--- src/hw/reset_control_defines.svh ---
// reset control unit: register offsets, field positions, reset values, timing
// assumes a 25 MHz hclk and a 32-bit AHB-Lite register port
`ifndef RESET_CONTROL_DEFINES_SVH
`define RESET_CONTROL_DEFINES_SVH

// ----------------------------------------------------------------------------
// register byte offsets
// ----------------------------------------------------------------------------
`define OFS_RESET_CAUSE 12'h000
`define OFS_BROWNOUT_CTL 12'h004
`define OFS_PERIPH_RESET0 12'h008
`define OFS_PERIPH_RESET1 12'h00C
`define OFS_PERIPH_RESET2 12'h010
`define OFS_CORE_IRQ_RESET_CTL 12'h014
`define OFS_STATUS 12'h018

// ----------------------------------------------------------------------------
// field positions
// ----------------------------------------------------------------------------
`define CAUSE_EXT_BIT 0
`define CAUSE_POR_BIT 1
`define CAUSE_BOR_BIT 2
`define CAUSE_WDT_BIT 3
`define CAUSE_SW_BIT 4
`define BOR_IRQ_EN_BIT 0
`define BOR_RESET_SEL_BIT 1
`define SYSTEM_RESET_REQUEST_BIT_BIT 2
`define STATUS_STATE_LSB 0
`define STATUS_BOR_BIT 2
`define STATUS_TM0_BIT 3
`define STATUS_TM1_BIT 4

// ----------------------------------------------------------------------------
// reset values
// ----------------------------------------------------------------------------
`define CAUSE_RESET_VAL 5'h02
`define BROWNOUT_CTL_RESET_VAL 2'h0
`define PERIPH_RESET_RESET_VAL 32'h0000_0000
`define SYNC_RESET_VAL 5'h01 // pin sync starts at its idle high level

// ----------------------------------------------------------------------------
// timing: least internal reset width after every source is gone
// ----------------------------------------------------------------------------
`define CLK_PERIOD_NS 40
`define RST_STRETCH_NS 200
`define RST_STRETCH_CYC ((`RST_STRETCH_NS + `CLK_PERIOD_NS - 1) / `CLK_PERIOD_NS)

`endif

--- src/hw/reset_control_pkg.sv ---
// reset control unit: shared types
// assumes reset_control_defines.svh for all numeric constants
package reset_control_pkg;

  // sequencer states, gray along run -> hold -> stretch -> boot -> run
  typedef enum logic [1:0] {
    SEQ_RUN = 2'b00,
    SEQ_HOLD = 2'b01,
    SEQ_STRETCH = 2'b11,
    SEQ_BOOT = 2'b10
  } seq_state_e;

  // sticky reset cause flags
  typedef struct packed {
    logic sw;
    logic wdt;
    logic bor;
    logic por;
    logic ext;
  } cause_s;

  // pin samples after synchronising
  typedef struct packed {
    logic tm1;
    logic tm0;
    logic bod;
    logic por;
    logic ext_n;
  } pins_s;

  // whole state of the unit
  typedef struct packed {
    pins_s sync1;
    pins_s sync2;
    seq_state_e seq;
    logic [3:0] cnt;
    cause_s cause;
    logic [1:0] bor_ctl;
    logic [2:0][31:0] periph;
    logic sysreq;
    logic jtag_rst_n;
    logic jtag_pin_rst_n;
    logic bor_irq;
    logic addr_ok;
    logic wr;
    logic [11:0] addr;
    logic [31:0] rdata;
  } rcu_state_s;

endpackage

--- src/hw/reset_control_unit.sv ---
// reset control unit: gathers reset sources, drives core, tap and peripheral
// resets, keeps the sticky cause register, answers on an AHB-Lite slave port.
// assumes hclk at 25 MHz, hresetn is the supply-level reset of this block
// How it works
// - five sources: pin, power-on, brown-out, software, watchdog
// - power-on resets core, peripherals and tap
// - pin resets core, peripherals, tap pins only
// - other sources skip tap; peripheral reset spares core
// - three peripheral reset registers, one bit each
// - peripheral held in reset while bit set
// - bit order matches clock gating bit order
// - every clock domain reset of unit asserted
// - cause bits record source and are sticky
// - power-on leaves only power-on cause bit
// - hold reset until power-on detector inactive
// - release pulse starts core vector fetch
// - power-on detector only on first power-up
// - brown-out reset off after reset, software enables
// - brown-out gives interrupt or reset per setting
// - brown-out resets only with select bit set
// - brown-out reset held while supply low
// - system reset request bit resets core and peripherals, not tap
// - software reset asserts then releases internal reset
// - cause register readable by software
// - watchdog second time-out asserts reset
`timescale 1ns/1ps
`include "reset_control_defines.svh"

module reset_control_unit #(
  parameter int N_CLK_DOMAINS = 2,
  parameter int N_PERIPH_REGS = 3
) (
  input wire logic hclk,
  input wire logic hresetn,
  input wire logic hsel,
  input wire logic [31:0] haddr,
  input wire logic [1:0] htrans,
  input wire logic hwrite,
  input wire logic [2:0] hsize,
  input wire logic [31:0] hwdata,
  input wire logic hready,
  output logic hreadyout,
  output logic hresp,
  output logic [31:0] hrdata,
  input wire logic ext_reset_pin_n,
  input wire logic por_detect,
  input wire logic brownout_detect,
  input wire logic watchdog_reset_req,
  input wire logic test_mode_pin_0,
  input wire logic test_mode_pin_1,
  output logic core_rst_n,
  output logic core_fetch_start,
  output logic jtag_rst_n,
  output logic jtag_pin_rst_n,
  output logic brownout_irq,
  output logic [N_CLK_DOMAINS-1:0][N_PERIPH_REGS*32-1:0] periph_rst_n
);

  // --------------------------------------------------------------------------
  // state
  // --------------------------------------------------------------------------
  reset_control_pkg::rcu_state_s state_reg;
  reset_control_pkg::rcu_state_s state_next;

  localparam logic [3:0] STRETCH_CYC = 4'(`RST_STRETCH_CYC);

  logic addr_phase;
  logic data_wr;
  logic bor_reset;
  logic ext_reset;
  logic any_source;
  logic internal_rst;
  logic [31:0] rd_mux;
  logic [11:0] rd_addr;

  // bus address phase taken, and write data phase now in progress
  assign addr_phase = hsel && htrans[1] && hready;
  assign data_wr = state_reg.addr_ok && state_reg.wr;

  // pin and detector reset sources seen after the two-flop synchronisers; watchdog request and software bit taken directly
  // held while detector active
  assign bor_reset = state_reg.sync2.bod && state_reg.bor_ctl[`BOR_RESET_SEL_BIT];
  assign ext_reset = !state_reg.sync2.ext_n;
  assign any_source = state_reg.sync2.por || ext_reset || bor_reset || watchdog_reset_req || state_reg.sysreq;
  assign internal_rst = state_reg.seq != reset_control_pkg::SEQ_RUN && state_reg.seq != reset_control_pkg::SEQ_BOOT;
  assign rd_addr = haddr[11:0];

  // --------------------------------------------------------------------------
  // read data selection, evaluated in the address phase
  // --------------------------------------------------------------------------
  // cause register readable
  always_comb begin
    rd_mux = 32'h0000_0000;
    case (rd_addr)
      `OFS_RESET_CAUSE: rd_mux = {27'h000_0000, state_reg.cause};
      `OFS_BROWNOUT_CTL: rd_mux = {30'h0000_0000, state_reg.bor_ctl};
      `OFS_PERIPH_RESET0: rd_mux = state_reg.periph[0];
      `OFS_PERIPH_RESET1: rd_mux = state_reg.periph[1];
      `OFS_PERIPH_RESET2: rd_mux = state_reg.periph[2];
      `OFS_CORE_IRQ_RESET_CTL: rd_mux = 32'h0000_0000;
      `OFS_STATUS: begin
        rd_mux[`STATUS_STATE_LSB +: 2] = state_reg.seq;
        rd_mux[`STATUS_BOR_BIT] = state_reg.sync2.bod;
        rd_mux[`STATUS_TM0_BIT] = state_reg.sync2.tm0;
        rd_mux[`STATUS_TM1_BIT] = state_reg.sync2.tm1;
      end
      default: rd_mux = 32'h0000_0000;
    endcase
  end

  // --------------------------------------------------------------------------
  // next state
  // --------------------------------------------------------------------------
  always_comb begin
    state_next = state_reg;

    // two flops on every pin input
    state_next.sync1 = {test_mode_pin_1, test_mode_pin_0, brownout_detect, por_detect, ext_reset_pin_n};
    state_next.sync2 = state_reg.sync1;

    // bus address phase capture
    state_next.addr_ok = addr_phase;
    state_next.wr = addr_phase && hwrite && hsize == 3'b010;
    state_next.addr = rd_addr;
    if (addr_phase && !hwrite) begin
      state_next.rdata = rd_mux;
    end

    // register writes in the data phase
    if (data_wr) begin
      case (state_reg.addr)
        // cause bits cleared by writing one
        `OFS_RESET_CAUSE: state_next.cause = state_reg.cause & ~hwdata[4:0];
        `OFS_BROWNOUT_CTL: state_next.bor_ctl = hwdata[1:0];
        // same bit order as clock gating
        `OFS_PERIPH_RESET0: state_next.periph[0] = hwdata;
        `OFS_PERIPH_RESET1: state_next.periph[1] = hwdata;
        `OFS_PERIPH_RESET2: state_next.periph[2] = hwdata;
        `OFS_CORE_IRQ_RESET_CTL: state_next.sysreq = hwdata[`SYSTEM_RESET_REQUEST_BIT_BIT];
        default: state_next.sysreq = state_reg.sysreq;
      endcase
    end

    // brown-out raises interrupt when not resetting
    state_next.bor_irq = state_reg.sync2.bod && state_reg.bor_ctl[`BOR_IRQ_EN_BIT] &&
                         !state_reg.bor_ctl[`BOR_RESET_SEL_BIT];

    // sticky cause flags, setting wins over clearing
    if (ext_reset) begin
      state_next.cause.ext = 1'b1;
    end
    if (bor_reset) begin
      state_next.cause.bor = 1'b1;
    end
    if (watchdog_reset_req) begin
      state_next.cause.wdt = 1'b1;
    end
    if (state_reg.sysreq) begin
      state_next.cause.sw = 1'b1;
    end
    // power-on leaves only its own flag
    // detector only fires on first power-up
    if (state_reg.sync2.por) begin
      state_next.cause = '0;
      state_next.cause.por = 1'b1;
    end

    state_next.jtag_rst_n = !state_reg.sync2.por;
    // pin reset touches tap pin setup only
    state_next.jtag_pin_rst_n = !(state_reg.sync2.por || ext_reset);

    // reset sequencer
    case (state_reg.seq)
      reset_control_pkg::SEQ_RUN: begin
        if (any_source) begin
          state_next.seq = reset_control_pkg::SEQ_HOLD;
        end
      end
      // hold until every reset source goes inactive
      reset_control_pkg::SEQ_HOLD: begin
        state_next.cnt = STRETCH_CYC;
        if (!any_source) begin
          state_next.seq = reset_control_pkg::SEQ_STRETCH;
        end
      end
      reset_control_pkg::SEQ_STRETCH: begin
        if (any_source) begin
          state_next.seq = reset_control_pkg::SEQ_HOLD;
        end else if (state_reg.cnt <= 4'h1) begin
          state_next.seq = reset_control_pkg::SEQ_BOOT;
        end else begin
          state_next.cnt = state_reg.cnt - 4'h1;
        end
      end
      reset_control_pkg::SEQ_BOOT: begin
        state_next.seq = any_source ? reset_control_pkg::SEQ_HOLD : reset_control_pkg::SEQ_RUN;
      end
      default: state_next.seq = reset_control_pkg::SEQ_HOLD;
    endcase

    // core-level resets also clear software controls
    // brown-out reset disabled after any reset
    if (internal_rst) begin
      // keep select while brown-out holds reset
      if (!bor_reset) begin
        state_next.bor_ctl = `BROWNOUT_CTL_RESET_VAL;
      end
      state_next.periph = '0;
      state_next.sysreq = 1'b0;
    end
  end

  // --------------------------------------------------------------------------
  // state register
  // --------------------------------------------------------------------------
  always_ff @(posedge hclk or negedge hresetn) begin
    if (!hresetn) begin
      state_reg.sync1 <= `SYNC_RESET_VAL;
      state_reg.sync2 <= `SYNC_RESET_VAL;
      state_reg.seq <= reset_control_pkg::SEQ_HOLD;
      state_reg.cnt <= STRETCH_CYC;
      state_reg.cause <= `CAUSE_RESET_VAL;
      state_reg.bor_ctl <= `BROWNOUT_CTL_RESET_VAL;
      state_reg.periph <= '0;
      state_reg.sysreq <= 1'b0;
      state_reg.jtag_rst_n <= 1'b0;
      state_reg.jtag_pin_rst_n <= 1'b0;
      state_reg.bor_irq <= 1'b0;
      state_reg.addr_ok <= 1'b0;
      state_reg.wr <= 1'b0;
      state_reg.addr <= 12'h000;
      state_reg.rdata <= 32'h0000_0000;
    end else begin
      state_reg <= state_next;
    end
  end

  // --------------------------------------------------------------------------
  // outputs
  // --------------------------------------------------------------------------
  // zero-wait slave, always okay
  assign hreadyout = 1'b1;
  assign hresp = 1'b0;
  assign hrdata = state_reg.rdata;

  // release only on a clock edge
  assign core_rst_n = !internal_rst;
  assign core_fetch_start = state_reg.seq == reset_control_pkg::SEQ_BOOT;
  assign jtag_rst_n = state_reg.jtag_rst_n;
  assign jtag_pin_rst_n = state_reg.jtag_pin_rst_n;
  assign brownout_irq = state_reg.bor_irq;

  // peripheral resets: system reset or the unit's own bit
  genvar d;
  generate
    for (d = 0; d < N_CLK_DOMAINS; d++) begin : g_domain
      // every domain of the unit gets it
      // reset held while software bit set
      assign periph_rst_n[d] = internal_rst ? '0 : ~state_reg.periph[N_PERIPH_REGS-1:0];
    end
  endgenerate

endmodule // reset_control_unit

--- config.mk ---
export PLATFORM = sky130hd
export DESIGN_NAME = reset_control_unit
export DESIGN_NICKNAME = d
export VERILOG_FILES = /design/src/hw/reset_control_pkg.sv /design/src/hw/reset_control_unit.sv
export VERILOG_INCLUDE_DIRS = /design/src /design/src/hw
export SDC_FILE = /design/constraint.sdc
export NUM_CORES = 1
export LEC_CHECK = 0
export BUFFER_PORTS_ARGS = -buffer_cell sky130_fd_sc_hd__buf_4
export CORE_ASPECT_RATIO = 0.75
export CORE_UTILIZATION = 30
export DETAILED_ROUTE_END_ITERATION = 7
export SLEW_MARGIN = 10
export SYNTH_ARGS = -nofsm -noshare
export SYNTH_HDL_FRONTEND = slang
export SYNTH_SLANG_ARGS = --single-unit
--- constraint.sdc ---
create_clock -name hclk -period 4.2 [get_ports hclk]
set_clock_uncertainty 0.1 [all_clocks]
set_input_delay 0 -clock hclk [delete_from_list [all_inputs] [get_ports hclk]]
set_output_delay 0 -clock hclk [all_outputs]
set_load 0.05 [all_outputs]
# Yosys cells after proc, flatten, opt, wreduce, memory -nomap -nowiden
# Cells that the tools add are included.
op_classes:
  n_addsub: 1
  n_lt_le_gt_ge: 1
  n_eq_ne: 22
  mux: 26
  bitwise_logic: 3
  reduce_logical: 49
ops:
  columns: ["op", "n"]
  rows:
  - ["two-way mux 104 bit", 1]
  - ["two-way mux 99 bit", 1]
  - ["two-way mux 32 bit", 3]
  - ["two-way mux 96 bit", 1]
  - ["NOT 96 bit", 1]
  - ["case mux 27 bit (3 select lines)", 1]
  - ["equality test 12 x 4 -> 1 bit (second input constant)", 4]
  - ["equality test 12 x 5 -> 1 bit (second input constant)", 4]
  - ["case mux 5 bit (6 select lines)", 1]
  - ["equality test 12 x 3 -> 1 bit (second input constant)", 2]
  - ["logical NOT 12 bit", 2]
  - ["AND reduction 2 bit", 9]
  - ["nonzero test 2 bit", 9]
  - ["nonzero test 3 bit", 6]
  - ["two-way mux 2 bit", 6]
  - ["logical AND 1 bit", 10]
  - ["two-way mux 5 bit", 2]
  - ["inequality test 2 bit (second input constant)", 5]
  - ["two-way mux 4 bit", 2]
  - ["case mux 2 bit (4 select lines)", 1]
  - ["case mux 4 bit (2 select lines)", 1]
  - ["logical NOT 1 bit", 6]
  - ["two-way mux 1 bit", 6]
  - ["inequality test 3 x 1 -> 1 bit (second input constant)", 2]
  - ["11 further kinds", 16]
word_totals:
  register_bits: 169
  inputBits: 80
  output_inout_bits: 231

# Depth between registers and ports, before layout
logic_depth:
  word_depth: 7
  mapped_depth: 6

# Worst setup path before layout
# No wires, ideal clock.
synth_timing:
  kind: "reg2out"
  from: "register state_reg[157] in the netlist's numbering"
  to: "output periph_rst_n[128] in the netlist's numbering"
  arrival_ps: 1804
  required_time_ps: 4100
  setup_slack_ps: 2296
  path_stages_with_launch: 5
  n_path_buf: 3
  cell_sequence: "dfstp_2 clkbuf_1 clkbuf_1 nor2_1 buf_4"
synth_lines:
  columns: ["element", "line_no", "source"]
  rows:
  - ["start: declaration", "reset_control_unit.sv:62", "reset_control_pkg::rcu_state_s state_reg;"]
  - ["start signal: assignment", "reset_control_unit.sv:234", "state_reg <= state_next;"]
  - ["end: declaration", "reset_control_unit.sv:56", "output logic [N_CLK_DOMAINS-1:0][N_PERIPH_REGS*32-1:0] periph_rst_n"]

# Worst setup path in the final report
layout_timing:
  from: "register state_reg[32] in the netlist's numbering"
  to: "register state_reg[88] in the netlist's numbering"
layout_via:
  elab_chain_cells: 3
layout_lines:
  columns: ["element", "line_no", "source"]
  rows:
  - ["equality test 12 x 4 -> 1 bit", "reset_control_unit.sv:131", "case (state_reg.addr)"]
  - ["nonzero test 2 bit (no line)", null, null]
  - ["AND reduction 2 bit (no line)", null, null]
# No other way between the ends.
# A chain may end at the register's enable or synchronous reset.

==> flow_results.xml <==
<?xml version="1.0" encoding="UTF-8"?>
<metrics>
  <group name="floorplan">
    <metric name="die_h" unit="um">153</metric>
    <metric name="ios" unit="">311</metric>
    <metric name="floorplan.initialDensity" unit="%">30.9</metric>
    <metric name="rows" unit="">54</metric>
    <metric name="fp.dieW" unit="um">203</metric>
    <metric name="die_footprint" unit="um^2">30900</metric>
    <metric name="fp.coreArea" unit="um^2">29400</metric>
  </group>
  <group name="power">
    <metric name="p_leak" unit="nW">6.19</metric>
    <metric name="max-vdd-ir-drop" unit="mV">0.243</metric>
    <metric name="power.density_cell_area" unit="nW/um^2">299</metric>
  </group>
  <group name="cells_and_area">
    <metric name="layout_commonest_cell" unit="">sky130_fd_sc_hd__buf_4</metric>
    <metric name="post_route_cells_drive_above_1_share" unit="%">33.8</metric>
    <metric name="fin_util" unit="%">39.7</metric>
    <metric name="syn_to_final_growth" unit="%">28.7</metric>
    <metric name="antenna_diode_count" unit="">0</metric>
    <metric name="number_of_flip_flops_under_the_largest_register_name" unit="">129</metric>
    <metric name="finish.net_count" unit="">1188</metric>
    <metric name="layout_common_cells" unit="">296 x sky130_fd_sc_hd__buf_4, 163 x sky130_fd_sc_hd__dfrtp_1, 133 x sky130_fd_sc_hd__nand2_1</metric>
  </group>
  <group name="placed_design">
    <metric name="dp_hpwl" unit="um">17900</metric>
    <metric name="io_buffer_count" unit="">287</metric>
    <metric name="routabilityCongestion" unit="">0.815</metric>
  </group>
  <group name="timing">
    <metric name="fmaxAchievable" unit="MHz">372</metric>
    <metric name="maxSlewHeadroom" unit="%">40.8</metric>
    <metric name="rsz0062_at_grt" unit="">no</metric>
    <metric name="drv_slew" unit="">0</metric>
    <metric name="setup-tns-final" unit="ns">0</metric>
    <metric name="setup_viol_count_final" unit="">0</metric>
    <metric name="finalWorstPathRequiredPeriod" unit="ns">2.69</metric>
    <metric name="final_hold_viol_count" unit="">0</metric>
    <metric name="worst-slew-pin-transition" unit="ns">0.888</metric>
    <metric name="fin_crit_sh" unit="%">64.0</metric>
  </group>
  <group name="yosys">
    <metric name="ys_top_cells_by_area" unit="">sky130_fd_sc_hd__dfrtp_1 45%, sky130_fd_sc_hd__mux2i_1 11%, sky130_fd_sc_hd__buf_4 11%</metric>
    <metric name="post_synth_and_or_nand_nor_area_fraction" unit="%">16.2</metric>
    <metric name="synth-adder-area-share" unit="%">0.276</metric>
    <metric name="synth.cell_area" unit="um^2">9070</metric>
    <metric name="synth_seq_cells" unit="">169</metric>
    <metric name="synthesis_warning_total" unit="">0</metric>
    <metric name="synth.net_count" unit="">1006</metric>
    <metric name="combinational_family_with_the_most_area_after_synthesis" unit="">simple AND/OR/NAND/NOR gates</metric>
    <metric name="synth_largest_type_area_fraction" unit="%">45.0</metric>
    <metric name="synth-edff-count" unit="">0</metric>
    <metric name="synth.largest_area_cell" unit="">sky130_fd_sc_hd__dfrtp_1</metric>
    <metric name="synth_compound_area_share" unit="%">7.16</metric>
    <metric name="synth.area.mux_share" unit="%">14.8</metric>
    <metric name="synthFlopType" unit="">sky130_fd_sc_hd__dfrtp_1</metric>
    <metric name="postSynthAreaPerCell" unit="um^2">9.82</metric>
    <metric name="synthXorXnorAreaFrac" unit="%">0</metric>
    <metric name="post_synthesis_sequential_area_ratio" unit="%">46.7</metric>
    <metric name="ys_types" unit="">58</metric>
    <metric name="netlist_instances" unit="">924</metric>
    <metric name="share_of_synthesized_registers_carrying_an_async_set_or_reset" unit="%">100</metric>
  </group>
  <group name="grt">
    <metric name="total_congestion_overflow" unit="">0</metric>
    <metric name="pin_count_of_the_biggest_net_entering_global_routing" unit="">88</metric>
    <metric name="via_count_of_the_first_global_routing_pass" unit="">7192</metric>
    <metric name="grt_pass1_wl" unit="um">41800</metric>
    <metric name="grt_usage" unit="%">17.4</metric>
    <metric name="antenna_found_initial" unit="">0</metric>
  </group>
  <group name="setup_path">
    <metric name="worstRegToRegCells" unit="">5</metric>
    <metric name="rrSetupSlack" unit="ns">1.51</metric>
    <metric name="crit_required" unit="ns">4.40</metric>
    <metric name="critical_path.reg2reg.startpoint" unit="">state_reg[32]</metric>
    <metric name="worst_setup_path_end_kind" unit="">flip-flop</metric>
    <metric name="crit_end" unit="">state_reg[88]</metric>
    <metric name="worstSetupStartpointType" unit="">flip-flop</metric>
    <metric name="regToRegEndpoint" unit="">state_reg[88]</metric>
    <metric name="crit_type" unit="">flip-flop to flip-flop</metric>
    <metric name="critPathLaunch" unit="">state_reg[32]</metric>
    <metric name="critical_path.max_fanout" unit="">19</metric>
    <metric name="cp_data_arrival_time" unit="ns">2.88</metric>
  </group>
  <group name="clock_network">
    <metric name="post_cts.repair.setup_buffers" unit="">0</metric>
    <metric name="clkSlewWorstSetupHoldPaths" unit="ns">0.07</metric>
    <metric name="tritoncts_clock_tree" unit="">yes</metric>
    <metric name="postCtsResizedCells" unit="">0</metric>
    <metric name="holdBufCountCts" unit="">56</metric>
    <metric name="ctsLongestPathBuffers" unit="">2</metric>
    <metric name="num_cts_buffers" unit="">17</metric>
    <metric name="clock_tree.root_cell" unit="">sky130_fd_sc_hd__clkbuf_16</metric>
    <metric name="h-tree-depth" unit="">4</metric>
    <metric name="clk_latency" unit="ns">0.43</metric>
    <metric name="cts_num_sinks" unit="">169</metric>
  </group>
  <group name="routing">
    <metric name="vias_per_cell" unit="">4.80</metric>
    <metric name="detailedRoute.firstPassIterationCount" unit="">5</metric>
    <metric name="drt_iter0_drc" unit="">485</metric>
    <metric name="via_count" unit="">7244</metric>
    <metric name="wire_per_inst" unit="um">17.7</metric>
    <metric name="detail_route.drc_violations" unit="">0</metric>
    <metric name="detail-route-antenna-nets" unit="">0</metric>
    <metric name="routed_wirelength" unit="um">26800</metric>
  </group>
  <group name="run">
    <metric name="number_of_violations_of_the_max_capacitance_limit" unit="">0</metric>
  </group>
  <group name="min_path">
    <metric name="hold_path.startpoint" unit="">hwrite</metric>
    <metric name="path_class_of_the_lowest_slack_min_delay_path" unit="">input port to flip-flop</metric>
  </group>
  <group name="status">
    <metric name="status" unit="">complete, no violations</metric>
  </group>
</metrics>
[kinds of logic after synthesis]
logic type,after synthesis
AND/OR/NAND/NOR,322
buffers and inverters,202
flip-flops,169
multiplexers,130
AO/OA/AOI/OAI,97
adder cells (fa/ha/maj),2
other,2
[per-layer routing]
metal | global-route usage, % | wire (um)
met3 | 4.17 | 1770
met1 | 24.3 | 12500
met5 | 0 | 0
met4 | 3.83 | 209
met2 | 27.3 | 12300
[how the worst min path moves through the flow]
stage | depth (start not counted) | slack (ns) | to
3_3_place_gp | 1 | 0.009 | state_reg[108]
2_1_floorplan | 0 | -0.40 | brownout_irq
6_report | 4 | 0.05 | hrdata[0]
4_1_cts | 4 | 0.01 | hrdata[0]
3_5_place_dp | 1 | 0.01 | state_reg[108]
5_1_grt | 4 | 0.06 | hrdata[0]
[worst max-delay path: stages, from the launching register on]
cell,delay (ns)
sky130_fd_sc_hd__dfrtp_1,0.37
sky130_fd_sc_hd__nor3_1,0.36
sky130_fd_sc_hd__nand4_1,0.33
sky130_fd_sc_hd__or3b_2,0.83
sky130_fd_sc_hd__buf_4,0.37
sky130_fd_sc_hd__mux2i_1,0.17
[where the power goes]
| part | switching (mW) | internal [mW] |
|---|---|---|
| registers | 0.0127 | 1.65 |
| clock network | 0.673 | 0.950 |
| logic | 0.110 | 0.0945 |
[cells in the mapped netlist (3+ instances only)]
cell / number
sky130_fd_sc_hd__o41ai_1: 4
sky130_fd_sc_hd__mux2i_1: 100
sky130_fd_sc_hd__inv_1: 10
sky130_fd_sc_hd__a21oi_1: 8
sky130_fd_sc_hd__nand4_1: 3
sky130_fd_sc_hd__nand3_1: 39
sky130_fd_sc_hd__nor2_1: 106
sky130_fd_sc_hd__buf_2: 8
sky130_fd_sc_hd__o21ai_0: 23
sky130_fd_sc_hd__nor4_4: 3
sky130_fd_sc_hd__mux2_2: 30
sky130_fd_sc_hd__buf_4: 131
sky130_fd_sc_hd__a31oi_1: 3
sky130_fd_sc_hd__dfrtp_1: 163
sky130_fd_sc_hd__buf_6: 10
sky130_fd_sc_hd__and2_1: 3
sky130_fd_sc_hd__a22oi_1: 30
sky130_fd_sc_hd__o21ai_1: 13
sky130_fd_sc_hd__dfstp_2: 6
sky130_fd_sc_hd__a22o_1: 4
sky130_fd_sc_hd__nand2_1: 133
sky130_fd_sc_hd__clkbuf_1: 40
sky130_fd_sc_hd__nor3_1: 5
sky130_fd_sc_hd__nor4_1: 6
[per-stage QoR]
step                      setup WS (ns)  instance area [um^2]  std cells  hold WS [ns]  power [mW]
after floorplan                    2.30                  9070        924        -0.396        1.76
after global placement             1.54                 10500       1423       0.00911        1.85
after detailed placement           1.54                 10500       1423        0.0109        1.85
after CTS                          1.51                 11700       1510        0.0138        3.53
after global routing               1.39                 11700       1510        0.0565        3.61
final                              1.51                 11700       1510        0.0535        3.49
[area by class of cell]
cell class | count | area [um^2]
tap | 392 | 490
clock buffer | 20 | 447
clock inverter | 11 | 146
multi-input combinational | 553 | 3490
inverter | 11 | 43.8
fill | 2898 | 17700
timing repair buffer | 354 | 2810
sequential | 169 | 4240
Power figures use the tool's default switching activity.
